==> src/logic/pinc_pkg.sv <==
// Package for the peripheral interrupt priority and control block
package pinc_pkg;
    // Register indices on the plain register port
    localparam logic [3:0] ADDR_PRIO_A = 4'h0;
    localparam logic [3:0] ADDR_PRIO_B = 4'h1;
    localparam logic [3:0] ADDR_PRIO_C = 4'h2;
    localparam logic [3:0] ADDR_CTRL = 4'h3;
    localparam logic [3:0] ADDR_EVENT = 4'h4;
    localparam logic [3:0] ADDR_STATUS = 4'h5;
    // Reset values
    localparam logic [15:0] PRIO_RESET = 16'h0000;
    localparam logic [15:0] CTRL_RESET = 16'h0000;
    // Writable masks
    localparam logic [15:0] PRIO_A_MASK = 16'hffff;
    localparam logic [15:0] PRIO_B_MASK = 16'hfff0;
    localparam logic [15:0] PRIO_C_MASK = 16'hffff;
    localparam logic [15:0] CTRL_WMASK = 16'h4380;
    // Control field positions
    localparam int CTRL_PIN_LEVEL = 15;
    localparam int CTRL_LOW_MASK = 14;
    localparam int CTRL_BLOCK_MODE = 9;
    localparam int CTRL_EDGE_SEL = 8;
    localparam int CTRL_PIN_MODE = 7;
    // Priority field positions (low bit of each nibble)
    localparam int FLD_HI = 12;
    localparam int FLD_MH = 8;
    localparam int FLD_ML = 4;
    localparam int FLD_LO = 0;
    // Source index into the request vector, in default order
    localparam int SRC_ALARM = 0;
    localparam int SRC_PERIODIC = 1;
    localparam int SRC_CARRY = 2;
    localparam int SRC_S1_RXERR = 3;
    localparam int SRC_S1_RXFULL = 4;
    localparam int SRC_S1_TXEMPTY = 5;
    localparam int SRC_S1_TXEND = 6;
    localparam int SRC_F_RXERR = 7;
    localparam int SRC_F_RXFULL = 8;
    localparam int SRC_F_BREAK = 9;
    localparam int SRC_F_TXEMPTY = 10;
    localparam int SRC_WDOG = 11;
    localparam int SRC_REF_CMP = 12;
    localparam int SRC_REF_OVF = 13;
    localparam int NUM_SRC = 14;
    // Event codes
    localparam logic [11:0] EVT_NMI = 12'h1c0;
    localparam logic [11:0] EVT_ALARM = 12'h480;
    localparam logic [11:0] EVT_PERIODIC = 12'h4a0;
    localparam logic [11:0] EVT_CARRY = 12'h4c0;
    localparam logic [11:0] EVT_S1_RXERR = 12'h4e0;
    localparam logic [11:0] EVT_S1_RXFULL = 12'h500;
    localparam logic [11:0] EVT_S1_TXEMPTY = 12'h520;
    localparam logic [11:0] EVT_S1_TXEND = 12'h540;
    localparam logic [11:0] EVT_WDOG = 12'h560;
    localparam logic [11:0] EVT_REF_CMP = 12'h580;
    localparam logic [11:0] EVT_REF_OVF = 12'h5a0;
    localparam logic [11:0] EVT_F_RXERR = 12'h700;
    localparam logic [11:0] EVT_F_RXFULL = 12'h720;
    localparam logic [11:0] EVT_F_BREAK = 12'h740;
    localparam logic [11:0] EVT_F_TXEMPTY = 12'h760;
    localparam logic [4:0] NMI_LEVEL = 5'h10;

    // Request offered to the CPU
    typedef struct packed {
        logic valid;
        logic nmi;
        logic [3:0] level;
        logic [11:0] code;
    } pinc_req_t;

    // Plain register port
    typedef struct packed {
        logic wr;
        logic rd;
        logic [3:0] addr;
        logic [15:0] wdata;
    } pinc_bus_t;
endpackage : pinc_pkg

==> src/logic/pinc_regs.sv <==
// Register store: three priority registers and the writable control bits
`timescale 1ns/100ps
module pinc_regs (
    input wire logic clk_i,
    input wire logic rst_n_i,
    input wire pinc_pkg::pinc_bus_t bus_i,
    input wire logic nmi_accept_i,
    output logic [15:0] prio_a_o,
    output logic [15:0] prio_b_o,
    output logic [15:0] prio_c_o,
    output logic [15:0] ctrl_o
);
    // Priority registers, cleared by reset, masked reserved bits
    always_ff @(posedge clk_i or negedge rst_n_i) begin
        if (!rst_n_i) begin
            prio_a_o <= pinc_pkg::PRIO_RESET;
            prio_b_o <= pinc_pkg::PRIO_RESET;
            prio_c_o <= pinc_pkg::PRIO_RESET;
        end else if (bus_i.wr) begin
            if (bus_i.addr == pinc_pkg::ADDR_PRIO_A) begin
                prio_a_o <= bus_i.wdata & pinc_pkg::PRIO_A_MASK;
            end else if (bus_i.addr == pinc_pkg::ADDR_PRIO_B) begin
                prio_b_o <= bus_i.wdata & pinc_pkg::PRIO_B_MASK;
            end else if (bus_i.addr == pinc_pkg::ADDR_PRIO_C) begin
                prio_c_o <= bus_i.wdata & pinc_pkg::PRIO_C_MASK;
            end
        end
    end

    // Control bits; acceptance of an NMI clears block mode and wins over a write
    always_ff @(posedge clk_i or negedge rst_n_i) begin
        if (!rst_n_i) begin
            ctrl_o <= pinc_pkg::CTRL_RESET;
        end else begin
            if (bus_i.wr && bus_i.addr == pinc_pkg::ADDR_CTRL) begin
                ctrl_o <= bus_i.wdata & pinc_pkg::CTRL_WMASK;
            end
            if (nmi_accept_i) begin
                ctrl_o[pinc_pkg::CTRL_BLOCK_MODE] <= 1'b0;
            end
        end
    end
endmodule : pinc_regs

==> src/logic/pinc_top.sv <==
// Priority arbiter and control for on-chip peripheral interrupts
//
// Our own choices: the register addresses and the plain strobed port.
`timescale 1ns/100ps
module pinc_top (
    input wire logic clk_i,
    input wire logic rst_n_i,
    input wire logic [3:0] reg_addr_i,
    input wire logic [15:0] reg_wdata_i,
    input wire logic reg_wr_i,
    input wire logic reg_rd_i,
    output logic [15:0] reg_rdata_o,
    input wire logic nmi_pin_i,
    input wire logic [13:0] src_req_i,
    input wire logic [3:0] cpu_mask_level_i,
    input wire logic cpu_block_bit_i,
    input wire logic standby_i,
    input wire logic cpu_accept_i,
    output logic irq_valid_o,
    output logic irq_nmi_o,
    output logic [3:0] irq_level_o,
    output logic [11:0] irq_code_o,
    output logic request_pin_mode_o,
    output logic wake_o
);
    pinc_pkg::pinc_bus_t bus;
    pinc_pkg::pinc_req_t next_req;
    pinc_pkg::pinc_req_t req;
    logic [15:0] prio_a;
    logic [15:0] prio_b;
    logic [15:0] prio_c;
    logic [15:0] ctrl;
    logic [11:0] event_code_register;
    logic pin_prev;
    logic nmi_pending;
    logic nmi_edge;
    logic nmi_accept;
    logic low_block;
    logic nmi_allowed;
    logic [3:0] src_level [pinc_pkg::NUM_SRC];
    logic [11:0] src_code [pinc_pkg::NUM_SRC];

    // Nibble of a priority register
    function automatic logic [3:0] nib(input logic [15:0] r, input int lo);
        nib = r[lo +: 4];
    endfunction : nib

    assign bus = '{wr: reg_wr_i, rd: reg_rd_i, addr: reg_addr_i, wdata: reg_wdata_i};

    pinc_regs u_regs (
        .clk_i(clk_i),
        .rst_n_i(rst_n_i),
        .bus_i(bus),
        .nmi_accept_i(nmi_accept),
        .prio_a_o(prio_a),
        .prio_b_o(prio_b),
        .prio_c_o(prio_c),
        .ctrl_o(ctrl)
    );

    // Per-source level and code table, in default order
    always_comb begin
        src_level[pinc_pkg::SRC_ALARM] = nib(prio_a, pinc_pkg::FLD_LO);
        src_level[pinc_pkg::SRC_PERIODIC] = nib(prio_a, pinc_pkg::FLD_LO);
        src_level[pinc_pkg::SRC_CARRY] = nib(prio_a, pinc_pkg::FLD_LO);
        src_level[pinc_pkg::SRC_S1_RXERR] = nib(prio_b, pinc_pkg::FLD_ML);
        src_level[pinc_pkg::SRC_S1_RXFULL] = nib(prio_b, pinc_pkg::FLD_ML);
        src_level[pinc_pkg::SRC_S1_TXEMPTY] = nib(prio_b, pinc_pkg::FLD_ML);
        src_level[pinc_pkg::SRC_S1_TXEND] = nib(prio_b, pinc_pkg::FLD_ML);
        src_level[pinc_pkg::SRC_F_RXERR] = nib(prio_c, pinc_pkg::FLD_ML);
        src_level[pinc_pkg::SRC_F_RXFULL] = nib(prio_c, pinc_pkg::FLD_ML);
        src_level[pinc_pkg::SRC_F_BREAK] = nib(prio_c, pinc_pkg::FLD_ML);
        src_level[pinc_pkg::SRC_F_TXEMPTY] = nib(prio_c, pinc_pkg::FLD_ML);
        src_level[pinc_pkg::SRC_WDOG] = nib(prio_b, pinc_pkg::FLD_HI);
        src_level[pinc_pkg::SRC_REF_CMP] = nib(prio_b, pinc_pkg::FLD_MH);
        src_level[pinc_pkg::SRC_REF_OVF] = nib(prio_b, pinc_pkg::FLD_MH);
        src_code[pinc_pkg::SRC_ALARM] = pinc_pkg::EVT_ALARM;
        src_code[pinc_pkg::SRC_PERIODIC] = pinc_pkg::EVT_PERIODIC;
        src_code[pinc_pkg::SRC_CARRY] = pinc_pkg::EVT_CARRY;
        src_code[pinc_pkg::SRC_S1_RXERR] = pinc_pkg::EVT_S1_RXERR;
        src_code[pinc_pkg::SRC_S1_RXFULL] = pinc_pkg::EVT_S1_RXFULL;
        src_code[pinc_pkg::SRC_S1_TXEMPTY] = pinc_pkg::EVT_S1_TXEMPTY;
        src_code[pinc_pkg::SRC_S1_TXEND] = pinc_pkg::EVT_S1_TXEND;
        src_code[pinc_pkg::SRC_F_RXERR] = pinc_pkg::EVT_F_RXERR;
        src_code[pinc_pkg::SRC_F_RXFULL] = pinc_pkg::EVT_F_RXFULL;
        src_code[pinc_pkg::SRC_F_BREAK] = pinc_pkg::EVT_F_BREAK;
        src_code[pinc_pkg::SRC_F_TXEMPTY] = pinc_pkg::EVT_F_TXEMPTY;
        src_code[pinc_pkg::SRC_WDOG] = pinc_pkg::EVT_WDOG;
        src_code[pinc_pkg::SRC_REF_CMP] = pinc_pkg::EVT_REF_CMP;
        src_code[pinc_pkg::SRC_REF_OVF] = pinc_pkg::EVT_REF_OVF;
    end

    // Maskable requests blocked while pin low and low mask set
    assign low_block = ctrl[pinc_pkg::CTRL_LOW_MASK] && !nmi_pin_i;
    // NMI edge per selected polarity
    assign nmi_edge = ctrl[pinc_pkg::CTRL_EDGE_SEL] ? (nmi_pin_i && !pin_prev)
                                                   : (!nmi_pin_i && pin_prev);
    // NMI goes out unless held by block bit, and never in standby under low mask
    assign nmi_allowed = (!cpu_block_bit_i || ctrl[pinc_pkg::CTRL_BLOCK_MODE])
                         && !(standby_i && ctrl[pinc_pkg::CTRL_LOW_MASK]);
    assign nmi_accept = req.valid && req.nmi && cpu_accept_i;

    // Pin history for edge detection
    always_ff @(posedge clk_i or negedge rst_n_i) begin
        if (!rst_n_i) begin
            pin_prev <= 1'b1;
        end else begin
            pin_prev <= nmi_pin_i;
        end
    end

    // Pending NMI; a new edge wins over the clear on acceptance
    always_ff @(posedge clk_i or negedge rst_n_i) begin
        if (!rst_n_i) begin
            nmi_pending <= 1'b0;
        end else if (nmi_edge && !(standby_i && ctrl[pinc_pkg::CTRL_LOW_MASK])) begin
            nmi_pending <= 1'b1;
        end else if (nmi_accept) begin
            nmi_pending <= 1'b0;
        end
    end

    // Arbitration: highest level, ties by default order (lower index first)
    always_comb begin
        next_req = '0;
        if (nmi_pending && nmi_allowed) begin
            next_req.valid = 1'b1;
            next_req.nmi = 1'b1;
            next_req.level = 4'hf;
            next_req.code = pinc_pkg::EVT_NMI;
        end else if (!low_block && !standby_i && !cpu_block_bit_i) begin
            for (int i = 0; i < pinc_pkg::NUM_SRC; i++) begin
                if (src_req_i[i] && src_level[i] != 4'h0
                    && src_level[i] > next_req.level) begin
                    next_req.level = src_level[i];
                    next_req.code = src_code[i];
                end
            end
            next_req.valid = next_req.level > cpu_mask_level_i;
            if (!next_req.valid) begin
                next_req.level = 4'h0;
                next_req.code = 12'h000;
            end
        end
    end

    // Request register toward the CPU; fields move together
    always_ff @(posedge clk_i or negedge rst_n_i) begin
        if (!rst_n_i) begin
            req <= '0;
        end else if (cpu_accept_i && req.valid) begin
            req <= '0;
        end else begin
            req <= next_req;
        end
    end

    assign irq_valid_o = req.valid;
    assign irq_nmi_o = req.nmi;
    assign irq_level_o = req.level;
    assign irq_code_o = req.code;

    // Event register loaded on acceptance
    always_ff @(posedge clk_i or negedge rst_n_i) begin
        if (!rst_n_i) begin
            event_code_register <= 12'h000;
        end else if (cpu_accept_i && req.valid) begin
            event_code_register <= req.code;
        end
    end

    // Status outputs: pin mode and standby wake
    always_ff @(posedge clk_i or negedge rst_n_i) begin
        if (!rst_n_i) begin
            request_pin_mode_o <= 1'b0;
            wake_o <= 1'b0;
        end else begin
            request_pin_mode_o <= ctrl[pinc_pkg::CTRL_PIN_MODE];
            wake_o <= standby_i && nmi_pending && !ctrl[pinc_pkg::CTRL_LOW_MASK];
        end
    end

    // Read data one cycle after the read strobe; unmapped reads zero
    always_ff @(posedge clk_i or negedge rst_n_i) begin
        if (!rst_n_i) begin
            reg_rdata_o <= 16'h0000;
        end else if (reg_rd_i) begin
            if (reg_addr_i == pinc_pkg::ADDR_PRIO_A) begin
                reg_rdata_o <= prio_a;
            end else if (reg_addr_i == pinc_pkg::ADDR_PRIO_B) begin
                reg_rdata_o <= prio_b;
            end else if (reg_addr_i == pinc_pkg::ADDR_PRIO_C) begin
                reg_rdata_o <= prio_c;
            end else if (reg_addr_i == pinc_pkg::ADDR_CTRL) begin
                reg_rdata_o <= {nmi_pin_i, ctrl[14:0]};
            end else if (reg_addr_i == pinc_pkg::ADDR_EVENT) begin
                reg_rdata_o <= {4'h0, event_code_register};
            end else if (reg_addr_i == pinc_pkg::ADDR_STATUS) begin
                reg_rdata_o <= {15'h0000, nmi_pending};
            end else begin
                reg_rdata_o <= 16'h0000;
            end
        end else begin
            reg_rdata_o <= 16'h0000;
        end
    end
endmodule : pinc_top

==> config.mk <==
export PLATFORM = sky130hd
export DESIGN_NAME = pinc_top
export DESIGN_NICKNAME = d
export VERILOG_FILES = /design/src/logic/pinc_pkg.sv /design/src/logic/pinc_regs.sv /design/src/logic/pinc_top.sv
export SDC_FILE = /design/constraint.sdc
export NUM_CORES = 1
export LEC_CHECK = 0
export BUFFER_PORTS_ARGS = -buffer_cell sky130_fd_sc_hd__buf_2
export CORE_MARGIN = 2
export CORE_UTILIZATION = 50
export DETAILED_ROUTE_END_ITERATION = 7
export PLACE_DENSITY = 0.73
export SYNTH_ARGS = -nofsm -noshare
export SYNTH_HDL_FRONTEND = slang
export SYNTH_SLANG_ARGS = --single-unit
==> constraint.sdc <==
create_clock -name clk_i -period 16.8 [get_ports clk_i]
set_input_delay 3.36 -clock clk_i [delete_from_list [all_inputs] [get_ports clk_i]]
set_output_delay 3.36 -clock clk_i [all_outputs]
set_load 0.05 [all_outputs]
---- After elaboration in Yosys (flattened, before gate mapping) ----
Index checks and enable logic that the tools add are counted.
operators by class
  equality and inequality tests ........... 5
  bitwise logic cells ..................... 2
  $lt $le $gt $ge ......................... 15
  muxes and demuxes ....................... 61
  reductions and logical operators ........ 62
operators with widths
  kind                number
  $mux 16             50
  $gt 4x4->1          14
  $logic_and 1x1->1   43
  $reduce_bool 4->1   5
  $mux 18             1
  $mux 12             1
  $mux 10             1
  $eq 4x2->1 const B  2
  $eq 4x3->1 const B  2
  $mux 1              8
  $logic_not 1->1     7
  $eq 4x1->1 const B  1
  $gt 4x1->1 const B  1
  $logic_not 4->1     1
  $reduce_and 4->1    1
  $reduce_bool 2->1   2
  $reduce_and 3->1    1
  $not 1->1           2
  $reduce_and 2->1    1
  $logic_or 1x1->1    1
storage, ports and cells
  logic and storage cells ................. 160
  output and inout port bits .............. 36
  register bits after elaboration ......... 98
  bits of input ports ..................... 46

---- Longest topological paths before layout ----
Gate-level depths: netlist of the first run.
  depth in word-level cells ............... 77
  mapped depth ............................ 110
  mapped depth without buffers ............ 106

---- Cells and area by module ----
A second synthesis of the first run with hierarchy kept.
second synthesis, totals
  cells, all modules ...................... 663
  area total of the unflattened synthesis .. 6421.2 µm²
by module, submodules not included
  module     sequential area each (µm²)  cells each  instances  area an instance (µm²)
  pinc_top   952.2                       539         1          4398.0
  pinc_regs  1201.2                      124         1          2023.2

---- Least setup slack after synthesis of the first run ----
Ideal clock, no wire load.
  kind .................................... input port to flip-flop
  start point ............................. input src_req_i[0]
  end point ............................... register req (netlist bit irq_code_o[7])
  arrival ................................. 21.304 ns
  buffers on the path ..................... 4
  path slack .............................. -4.638 ns
  stages on the path ...................... 98
  required time ........................... 16.666 ns
  library setup time ...................... 0.134 ns
  cell sequence ........................... nor2_1 nor2_1 ha_1 nand2b_1 a32oi_1 o21ai_0 a21oi_1 nand2_1 ha_1 clkbuf_1 a21o_1 o311ai_0 a21o_1 nor2_1 clkbuf_1 mux2_2 ha_1 nand3_1 [... 62 more ...] mux2_2 ha_1 nor2b_1 o21ai_0 nand2b_1 a21oi_1 nor2_1 nor2_1 clkbuf_1 nor2_1 a31o_1 ha_1 inv_1 o2111ai_1 nor2_1 nor2_1 nor2_1 o2bb2ai_1
between the ends
  cells in the longest elaborated chain, start to end .. 75
ends and longest elaborated chain
  what                   line             RTL
  start, declared        pinc_top.sv:14   input wire logic [13:0] src_req_i,
  $logic_and 1x1->1 (*)  pinc_top.sv:133  if (src_req_i[i] && src_level[i] != 4'h0
  $logic_and 1x1->1 (*)  pinc_top.sv:134  && src_level[i] > next_req.level) begin
  $mux 16 (*)            pinc_top.sv:133
  $mux 16 (*)            pinc_top.sv:131  end else if (!low_block && !standby_i && !cpu_block_bit_i) begin
  $mux 16 (*)            pinc_top.sv:126  if (nmi_pending && nmi_allowed) begin
  $gt 4x4->1             pinc_top.sv:134
  $logic_and 1x1->1      pinc_top.sv:134
  $mux 16 (*)            pinc_top.sv:133
  [... 59 more ...]      -
  $mux 16 (*)            pinc_top.sv:133
  $mux 16 (*)            pinc_top.sv:131
  $mux 16 (*)            pinc_top.sv:126
  $gt 4x4->1             pinc_top.sv:139  next_req.valid = next_req.level > cpu_mask_level_i;
  $mux 16 (*)            pinc_top.sv:140  if (!next_req.valid) begin
  $mux 16 (*)            pinc_top.sv:131
  $mux 16 (*)            pinc_top.sv:126
  $mux 18 (*)            pinc_top.sv:151  end else if (cpu_accept_i && req.valid) begin
  end signal, assigned   pinc_top.sv:154  req <= next_req;
  end, declared          pinc_top.sv:28   pinc_pkg::pinc_req_t req;
Mark *: on every way between the ends. The rest lies on a longest branch, timed or not. The select of a mux whose other input is x is not followed.
A chain may end at the register's enable or synchronous reset.

---- Worst setup path after layout of the first run ----
  start point ............................. input src_req_i[0]
  end point ............................... register req (netlist bit irq_code_o[10])
Same word-level chain as after synthesis.

==> results of run 1 <==
## routing by layer
metal	up-vias	part of all wire, %
li1	2909	-
met1	3185	37
met2	355	51
met3	89	6.8
met4	0	4.5
met5	-	0
## registers in the layout, summed over array words and instances (netlist names), 4 cells and up
register	count
u_regs.prio_b_o	12
reg_rdata_o	16
irq_code_o	6
u_regs.prio_c_o	16
event_code_register	6
u_regs.ctrl_o	4
u_regs.prio_a_o	16
irq_level_o	4
## final cells by class
cell class              count  area [µm²]
well taps                 168         210
fillers                   755        2780
inverters                  32         123
clock inverters             6        45.0
repair buffers            238        1660
clock buffers              10         229
multi-input cells         517        4870
flip-flops and latches     86        2150
## metrics by stage
step           hold slack, ns  cell area, µm²  util (%)  std cells
2_1_floorplan           0.370            6720         -        666
5_1_grt                 0.461            9290      77.0       1057
4_1_cts                 0.452            8860      73.4       1040
3_3_place_gp            0.435            8020      66.5        997
3_5_place_dp            0.432            8020      66.5        997
6_report                0.456            9290      77.0       1057
## cell families (layout without fill, tap and decap cells)
group           after synthesis  after routing  synth area share [%]
mux                          85             85                  15.0
buf+inv                      63            286                  4.48
xor+xnor                      1              1                 0.141
compound gates              177            177                  20.3
fa+ha+maj                    40             40                  8.04
simple gates                208            208                  17.2
other cells                   1              6                0.0605
flops                        86             86                  34.8
## layout by cell type, fill, tap and decap left out, drive strengths merged, types with 6 or more instances in the layout
master and count:
buf 238, a22oi 8, mux2i 23, and3 6
mux2 62, dfrtp 85, a31oi 14, o311ai 7
and2 13, o21a 9, o31ai 8, nor2b 11
o21ai 38, nand3 16, a21o 8, a21oi 32
ha 39, nand4 8, inv 34, nand2 63
or3 6, nor2 41, nor3 13, conb 6
nand2b 8, clkbuf 10
## final timing paths
kind	slack (ns)	startpoint	cells after the start	end
hold reg to reg	0.46	u_regs.ctrl_o[7]	0	request_pin_mode_o
max in group asynchronous	12.93	rst_n_i	1	u_regs.prio_c_o[4]
setup reg to reg	-0.88	u_regs.prio_a_o[0]	98	irq_code_o[10]
hold / removal	0.46	u_regs.ctrl_o[7]	0	request_pin_mode_o
setup / recovery	-3.56	src_req_i[0]	98	irq_code_o[10]
min in group asynchronous	3.19	rst_n_i	1	u_regs.prio_b_o[14]
## repair_timing
| item | CTS | global route |
|---|---|---|
| resized for setup | 68 | 62 |
| endpoints found under the setup margin | 11 | 11 |
| pin swaps | 59 | 81 |
| buffers inserted | 27 | 19 |
==> reports/metrics.yaml, run 1 <==
global_routing:
  grt_pass1_wl_um: 32000
  use_met2_pct: 56.4
  antenna_found_initial: 0
  grt_overflow: 0
  grt.met3_usage_pct: 5.38
  use_met1_pct: 34.9
  top_usage_layer: "met2"
  grt_pass1_vias: 6603
  grt_start_max_net_pins: 87
  grt_usage_pct: 30.9
placed_design:
  place_congestion: 0.974
  dp_hpwl_um: 14500
  numPortBuffers: 75
  post-place-ws_ns: -3.63
sta:
  fin_crit_ns: 20.36
  fmax_mhz: 49.1
  fin_worst_skew_ns: 0.00894
  hold_viol_final: 0
  worst_slack_ns: -3.56
  timing.setup.tns_ns: -38.61
  timing.final.crit_share_pct: 121
  rsz0062_at_grt: "true"
  final_max_slew_viol_count: 0
  worst_pin_slew_ns: 1.05
  setup_violations: 11
  max_slew_margin_pct: 29.8
yosys:
  synth.most_common_cell: "dfrtp_1"
  synth.yosys.warnings: 0
  ys_ff_latch: 86
  synth_edf_count: 0
  synthArstFlopShare_pct: 100
  synth_cells: 661
  yosysTopAreaCell: "dfrtp_1"
  synth_common_cells: "85 x dfrtp_1, 62 x nand2_1, 59 x mux2_2"
  synth_area_leaders: "dfrtp_1 34%, mux2_2 11%, ha_1 7.9%"
  syn_avg_cell_area_um2: 9.37
  ys_types: 81
  synthFlopType: "dfrtp_1"
  synth_top_area_share_pct: 34.3
  ys_seq_area_share_pct: 34.8
  syn_area_mm2: 0.00620
detailed_routing:
  drt-total-wl_um: 22300
  drc: 0
  via_count: 6538
  first_pass_iters: 5
  via_per_inst: 6.19
  avgRoutedWirePerCell_um: 21.1
  ant_nets: 0
  drt_iter0_markers: 689
clock_tree:
  cts_tree: "yes"
  cts.clk_slew.worst_paths_ns: 0.07
  hold_buffers: 0
  cts_buffers: 9
  cts.sinks: 86
  cts_max_level: 3
  cts_root_buf: "clkbuf_16"
  clk_path_buf_depth: 2
  worstSkewPairLatency_ns: 0.35
floorplan:
  start_util_pct: 51.4
  die-area_mm2: 0.0133
  row_count: 40
  die_h_um: 115
  die_w_um: 115
  io_pins: 82
  core-area_mm2: 0.0121
outcome:
  violations: "setup timing"
  status: "finished with violations"
critical_path:
  cpLargestDelayFamily: "compound AO/OA/AOI/OAI gates"
  crit_slowest_cell: "mux2_2"
  worst-path-buf-inv: 13
  cp-start-kind: "primary input"
  critical_path_required_ns: 17.06
  path_max_fanout: 7
  crit_top_cell: "ha_4"
  cp_slowest_stage_delay_ns: 0.37
  endpoint_kind: "register"
  cp_data_arrival_time_ns: 20.62
  worstSetupPathType: "in2reg"
job:
  cap_violations: 0
min_path:
  min_path_type: "reg2reg"
finish:
  antenna_cells: 0
  area_growth_pct: 49.9
  nNetsFinal: 969
  drive_above_1_share_pct: 53.3
Power of run 1 is left out: the tool's default activity adds up to more than one toggle a clock period on the data nets, which glitch-free logic cannot reach.
==> inputs of run 2 (changes only) <==
--- a/config.mk
+++ b/config.mk
@@ -5,11 +5,13 @@
 export SDC_FILE = /design/constraint.sdc
 export NUM_CORES = 1
 export LEC_CHECK = 0
+export ABC_AREA = 1
 export BUFFER_PORTS_ARGS = -buffer_cell sky130_fd_sc_hd__buf_2
 export CORE_MARGIN = 2
 export CORE_UTILIZATION = 50
 export DETAILED_ROUTE_END_ITERATION = 7
-export PLACE_DENSITY = 0.73
+export PLACE_DENSITY = 0.74
+export SLEW_MARGIN = 10
 export SYNTH_ARGS = -nofsm -noshare
 export SYNTH_HDL_FRONTEND = slang
 export SYNTH_SLANG_ARGS = --single-unit
==> run 2 against run 1 <==
  * The flow now finishes without violations
  * Die area decreased by 6.5%
  * Synthesized area decreased by 6.7%
  * Worst setup slack improved by 3.6 ns
  * Routed wire length decreased by 24%
  * Synthesized cell count increased by 20%
  * Design area decreased by 18%
  * Highest routed layer unchanged
  * Via count decreased by 10%
  * Non-clock buffer count decreased by 105
  * Core utilization decreased by 9.6 points
==> reports/metrics.yaml, run 2 <==
yosys:
  synth_common_cells: "225 x nand2_1, 119 x inv_1, 85 x dfrtp_1"  # was 85 x dfrtp_1, 62 x nand2_1, 59 x mux2_2
  synth_area_leaders: "dfrtp_1 37%, nand2_1 15%, ha_1 8.4%"  # was dfrtp_1 34%, mux2_2 11%, ha_1 7.9%
  synthArstFlopShare_pct: 100  # unchanged
  syn_area_mm2: 0.00578  # was 0.00620 mm²
  synth_top_area_share_pct: 36.8  # was 34.3%
  yosysTopAreaCell: "dfrtp_1"  # unchanged
  synthFlopType: "dfrtp_1"  # unchanged
  synth.yosys.warnings: 0  # unchanged
  ys_types: 44  # was 81
  synth.most_common_cell: "nand2_1"  # was dfrtp_1
  synth_cells: 793  # was 661
  synth_edf_count: 0  # unchanged
  ys_seq_area_share_pct: 37.3  # was 34.8%
  ys_ff_latch: 86  # unchanged
  syn_avg_cell_area_um2: 7.29  # was 9.37 µm²
clock_tree:
  cts_buffers: 9  # unchanged
  cts.sinks: 86  # unchanged
  clk_path_buf_depth: 2  # unchanged
  cts_max_level: 3  # unchanged
  cts.clk_slew.worst_paths_ns: 0.07  # about the same
  cts_root_buf: "clkbuf_16"  # unchanged
  cts_tree: "yes"  # unchanged
  worstSkewPairLatency_ns: 0.35  # about the same
  hold_buffers: 0  # unchanged
placed_design:
  numPortBuffers: 75  # unchanged
  dp_hpwl_um: 10600  # was 14,500 µm
  place_congestion: 0.883  # was 0.974
  dpl_cell_area_mm2: 0.00643  # was 0.00802 mm²
sta:
  setup_violations: 0  # was 11
  max_slew_margin_pct: 35.5  # was 29.8%
  timing.final.crit_share_pct: 99.8  # was 121%
  fmax_mhz: 59.6  # was 49.1 MHz
  fin_worst_skew_ns: 0.0101  # was 0.00894 ns
  worst_pin_slew_ns: 0.965  # was 1.05 ns
  final_max_slew_viol_count: 0  # unchanged
  fin_crit_ns: 16.77  # was 20.36 ns
  hold_viol_final: 0  # unchanged
critical_path:
  r2r_start: "u_regs.prio_a_o[3]"  # was u_regs.prio_a_o[0]
  critical_path_required_ns: 17.05  # was 17.06 ns
  crit_slowest_cell: "ha_1"  # was mux2_2
  cp-start-kind: "primary input"  # unchanged
  cp_slowest_stage_delay_ns: 0.36  # was 0.37 ns
  cp_data_arrival_time_ns: 17.02  # was 20.62 ns
  crit_top_cell: "nand2_4"  # was ha_4
  reg2reg_depth: 105  # was 98
  worstSetupPathType: "in2reg"  # unchanged
  endpoint_kind: "register"  # unchanged
  setup.worst_path.start: "src_req_i[1]"  # was src_req_i[0]
  path_max_fanout: 8  # was 7
floorplan:
  row_count: 39  # was 40
  die-area_mm2: 0.0124  # was 0.0133 mm²
  start_util_pct: 50.8  # was 51.4%
  die_w_um: 112  # was 115 µm
  die_h_um: 112  # was 115 µm
  io_pins: 82  # unchanged
  core-area_mm2: 0.0114  # was 0.0121 mm²
global_routing:
  grt_usage_pct: 23.6  # was 30.9%
  grt_pass1_vias: 5133  # was 6,603
  grt_start_max_net_pins: 69  # was 87
  grt_overflow: 0  # unchanged
  antenna_found_initial: 0  # unchanged
  grt_pass1_wl_um: 24100  # was 32,000 µm
job:
  cap_violations: 0  # unchanged
min_path:
  hold_depth: 0  # unchanged
  min_from: "u_regs.ctrl_o[7]"  # unchanged
  min_path_type: "reg2reg"  # unchanged
finish:
  area_growth_pct: 32.5  # was 49.9%
  reg_top3: "reg_rdata_o (16), u_regs.prio_a_o (16), u_regs.prio_c_o (16)"  # unchanged
  antenna_cells: 0  # unchanged
  fin_util_pct: 67.4  # was 77.0%
  layout_common_cells: "184 x nand2_1, 114 x inv_1, 85 x dfrtp_1"  # was 156 x buf_4, 85 x dfrtp_1, 72 x buf_2
  stdcell_area_mm2: 0.00766  # was 0.00929 mm²
  drive_above_1_share_pct: 33.0  # was 53.3%
  layout_commonest_cell: "nand2_1"  # was buf_4
  nNetsFinal: 1004  # was 969
detailed_routing:
  ant_nets: 0  # unchanged
  drc: 0  # unchanged
  drt_iter0_markers: 602  # was 689
  drt-total-wl_um: 17000  # was 22,300 µm
  via_count: 5856  # was 6,538
  via_per_inst: 5.49  # was 6.19
  first_pass_iters: 5  # unchanged
  avgRoutedWirePerCell_um: 16.0  # was 21.1 µm
outcome:
  status: "complete, no violations"  # was finished with violations
run 2: cell count changes after synthesis, moves of 10 or more:
cell	delta
a31oi_1	-10
nor3_1	-12
nand2_1	+163
nor2b_1	-11
nand3_1	+31
nand2_2	+16
mux2i_1	-23
and2_1	-12
o21ai_0	+48
inv_1	+87
mux2_2	-59
run 2: kinds of logic after synthesis:
group           Yosys count  synth area share (%)
fa+ha+maj                39                  8.44
other cells               1                0.0649
mux                       1                 0.390
flops                    86                  37.3
simple gates            361                  27.7
compound gates          151                  15.2
buf+inv                 154                  11.0
run 2: what timing repair did:
item / 4_1_cts / 5_1_grt
gates cloned: 0 / 1
setup buffers: 2 / 28
hold endpoints to repair: 0 / 0
setup endpoints to repair: 11 / 11
pin swaps: 1 / 74
resized for setup: 4 / 164
run 2: cell type report:
| cell class | instances | area (µm²) |
|---|---|---|
| timing repair buffer | 133 | 845 |
| inverter | 130 | 493 |
| tap | 143 | 179 |
| multi-input combinational | 559 | 3700 |
| clock inverter | 7 | 65.1 |
| fill | 893 | 3710 |
| sequential | 86 | 2150 |
| clock buffer | 9 | 225 |
run 2: per-stage QoR:
step	setup slack (ns)	instances	setup TNS [ns]	hold WS, ns
detailed placement	-0.526	1021	-4.92	0.421
floorplan	0.233	798	0	0.375
CTS	0.0543	1039	0	0.435
global placement	-0.410	1021	-3.54	0.430
global route	-0.707	1067	-6.09	0.454
finish	0.0290	1067	0	0.440
run 2: layer usage:
metal	share of wire (%)	global-route usage [%]
met1	42	33.7
met2	48	37.0
met3	7.5	4.19
met4	2.9	7.16
met5	0	0
run 2: path summary, 6_finish.rpt:
check | endpoint | slack (ns)
max | irq_code_o[9] | 0.03
min | request_pin_mode_o | 0.44
max reg2reg | irq_code_o[9] | 2.36
min reg2reg | request_pin_mode_o | 0.44
max in group asynchronous | u_regs.prio_a_o[4] | 12.84
min in group asynchronous | irq_code_o[7] | 2.87
run 2: critical path: cells and delay by family:
family | cells | cell delay (ns)
buf+inv | 12 | 1.04
simple gates | 54 | 5.51
fa+ha+maj | 13 | 3.76
compound gates | 24 | 3.27
Power of run 2 is left out for the same reason.
==> inputs of run 3 (changes only) <==
--- a/config.mk
+++ b/config.mk
@@ -11,6 +11,7 @@
 export CORE_UTILIZATION = 50
 export DETAILED_ROUTE_END_ITERATION = 7
 export PLACE_DENSITY = 0.74
+export SETUP_SLACK_MARGIN = 0.15
 export SLEW_MARGIN = 10
 export SYNTH_ARGS = -nofsm -noshare
 export SYNTH_HDL_FRONTEND = slang
==> run 3 against run 2 <==
  * Final cell count is 0.28% higher
  * Via count up 0.63%
  * Die area stayed put
  * Count of clock-buffer cells in the layout stayed put
  * Critical path type unchanged
  * Highest routed layer unchanged
==> reports/metrics.yaml, run 3 (same netlist as run 2, synthesis figures left out) <==
outcome:
  status: "complete, no violations"  # unchanged
placed_design:
  dp_hpwl_um: 10600  # unchanged
  post-place-ws_ns: -0.526  # unchanged
  place_congestion: 0.883  # unchanged
  numPortBuffers: 75  # unchanged
finish:
  reg_top3: "reg_rdata_o (16), u_regs.prio_a_o (16), u_regs.prio_c_o (16)"  # unchanged
  nNetsFinal: 1007  # was 1,004
  drive_above_1_share_pct: 35.3  # was 33.0%
  layout_commonest_cell: "nand2_1"  # unchanged
  area_growth_pct: 35.5  # was 32.5%
  antenna_cells: 0  # unchanged
  nFillCells: 861  # was 893
  layout_common_cells: "179 x nand2_1, 108 x inv_1, 85 x dfrtp_1"  # was 184 x nand2_1, 114 x inv_1, 85 x dfrtp_1
sta:
  setup_violations: 0  # unchanged
  fin_worst_skew_ns: 0.00758  # was 0.0101 ns
  fmax_mhz: 59.8  # was 59.6 MHz
  timing.final.crit_share_pct: 99.5  # was 99.8%
  hold_viol_final: 0  # unchanged
  max_slew_margin_pct: 35.3  # was 35.5%
  worst_slack_ns: 0.0824  # was 0.0290 ns
  final_max_slew_viol_count: 0  # unchanged
  fin_crit_ns: 16.72  # was 16.77 ns
  worst_pin_slew_ns: 0.969  # was 0.965 ns
critical_path:
  r2r_start: "u_regs.prio_a_o[3]"  # unchanged
  reg2reg_depth: 109  # was 105
  critical_path_required_ns: 17.05  # about the same
  worst-path-buf-inv: 16  # was 12
  rrSetupSlack_ns: 2.39  # was 2.36 ns
  crit_slowest_cell: "a2111oi_2"  # was ha_1
  r2r-end: "irq_code_o[9]"  # unchanged
  cp_slowest_stage_delay_ns: 0.43  # was 0.36 ns
  cpLargestDelayFamily: "simple AND/OR/NAND/NOR gates"  # unchanged
  cp_data_arrival_time_ns: 16.97  # was 17.02 ns
  path_max_fanout: 8  # unchanged
  endpoint_kind: "register"  # unchanged
  cp-start-kind: "primary input"  # unchanged
  worstSetupPathType: "in2reg"  # unchanged
  crit_top_cell: "nand2_4"  # unchanged
detailed_routing:
  avgRoutedWirePerCell_um: 16.2  # was 16.0 µm
  via_per_inst: 5.51  # was 5.49
  ant_nets: 0  # unchanged
  first_pass_iters: 5  # unchanged
  drt-total-wl_um: 17300  # was 17,000 µm
  drt_iter0_markers: 477  # was 602
  via_count: 5893  # was 5,856
  drc: 0  # unchanged
clock_tree:
  cts.clk_slew.worst_paths_ns: 0.07  # about the same
  cts.sinks: 86  # unchanged
  cts_tree: "yes"  # unchanged
  cts_max_level: 3  # unchanged
  cts_root_buf: "clkbuf_16"  # unchanged
  clk_path_buf_depth: 2  # unchanged
  worstSkewPairLatency_ns: 0.34  # was 0.35 ns
  cts_buffers: 9  # unchanged
global_routing:
  grt_pass1_vias: 5133  # unchanged
  grt_pass1_wl_um: 24100  # unchanged
  grt_start_max_net_pins: 69  # unchanged
  antenna_found_initial: 0  # unchanged
  grt_overflow: 0  # unchanged
  grt_usage_pct: 23.6  # unchanged
min_path:
  min_from: "u_regs.ctrl_o[7]"  # unchanged
  hold_depth: 0  # unchanged
  min_path_type: "reg2reg"  # unchanged
  min_to: "request_pin_mode_o"  # unchanged
floorplan:
  io_pins: 82  # unchanged
  die_w_um: 112  # unchanged
  die_h_um: 112  # unchanged
  row_count: 39  # unchanged
  core-area_mm2: 0.0114  # unchanged
  die-area_mm2: 0.0124  # unchanged
  start_util_pct: 50.8  # unchanged
job:
  cap_violations: 0  # unchanged
[run 3: per-stage QoR]
stage	utilization (%)	hold WS, ns	cells	instance area (µm²)	TNS, ns
after floorplan	-	0.375	798	5800	0
after global placement	56.5	0.430	1021	6430	-3.54
after global routing	68.9	0.453	1070	7840	-4.94
after detailed placement	56.5	0.421	1021	6430	-4.92
final	68.9	0.444	1070	7840	0
after CTS	59.3	0.435	1039	6740	0
[run 3: area by class of cell]
class / instances / area, µm² / area share, %
Timing Repair Buffer: 136 / 890 / 11.4
Inverter: 130 / 495 / 6.32
Multi-Input combinational cell: 559 / 3830 / 48.9
Sequential cell: 86 / 2150 / 27.5
Clock inverter: 7 / 65.1 / 0.830
Clock buffer: 9 / 225 / 2.87
Tap cell: 143 / 179 / 2.28
[run 3: worst max-delay path by stage]
stage / end / slack (ns) / startpoint / cells past startpoint
final: irq_code_o[9] / 0.08 / src_req_i[1] / 107
after global routing: irq_code_o[9] / -0.58 / src_req_i[1] / 107
after CTS: irq_code_o[9] / 0.16 / src_req_i[0] / 100
after detailed placement: irq_code_o[9] / -0.53 / src_req_i[0] / 100
after global placement: irq_code_o[9] / -0.41 / src_req_i[0] / 100
after floorplan: irq_code_o[9] / 0.23 / src_req_i[0] / 105
[run 3: repair_timing]
action                                  CTS  global route
hold endpoints to repair                  0             0
gates cloned                              0             1
setup buffers                             2            30
endpoints found under the setup margin   11            11
pin swaps                                 1            87
hold buffers                              0             0
resized for setup                         7           199
[run 3: layer usage]
layer  vias up  part of all wire, %  track usage (%)
li1       2812                    -                -
met1      2754                   42             33.7
met2       279                   47             37.0
met3        48                  7.6             4.19
met4         0                  2.9             7.16
met5         -                    0                0
Power of run 3 is left out for the same reason.
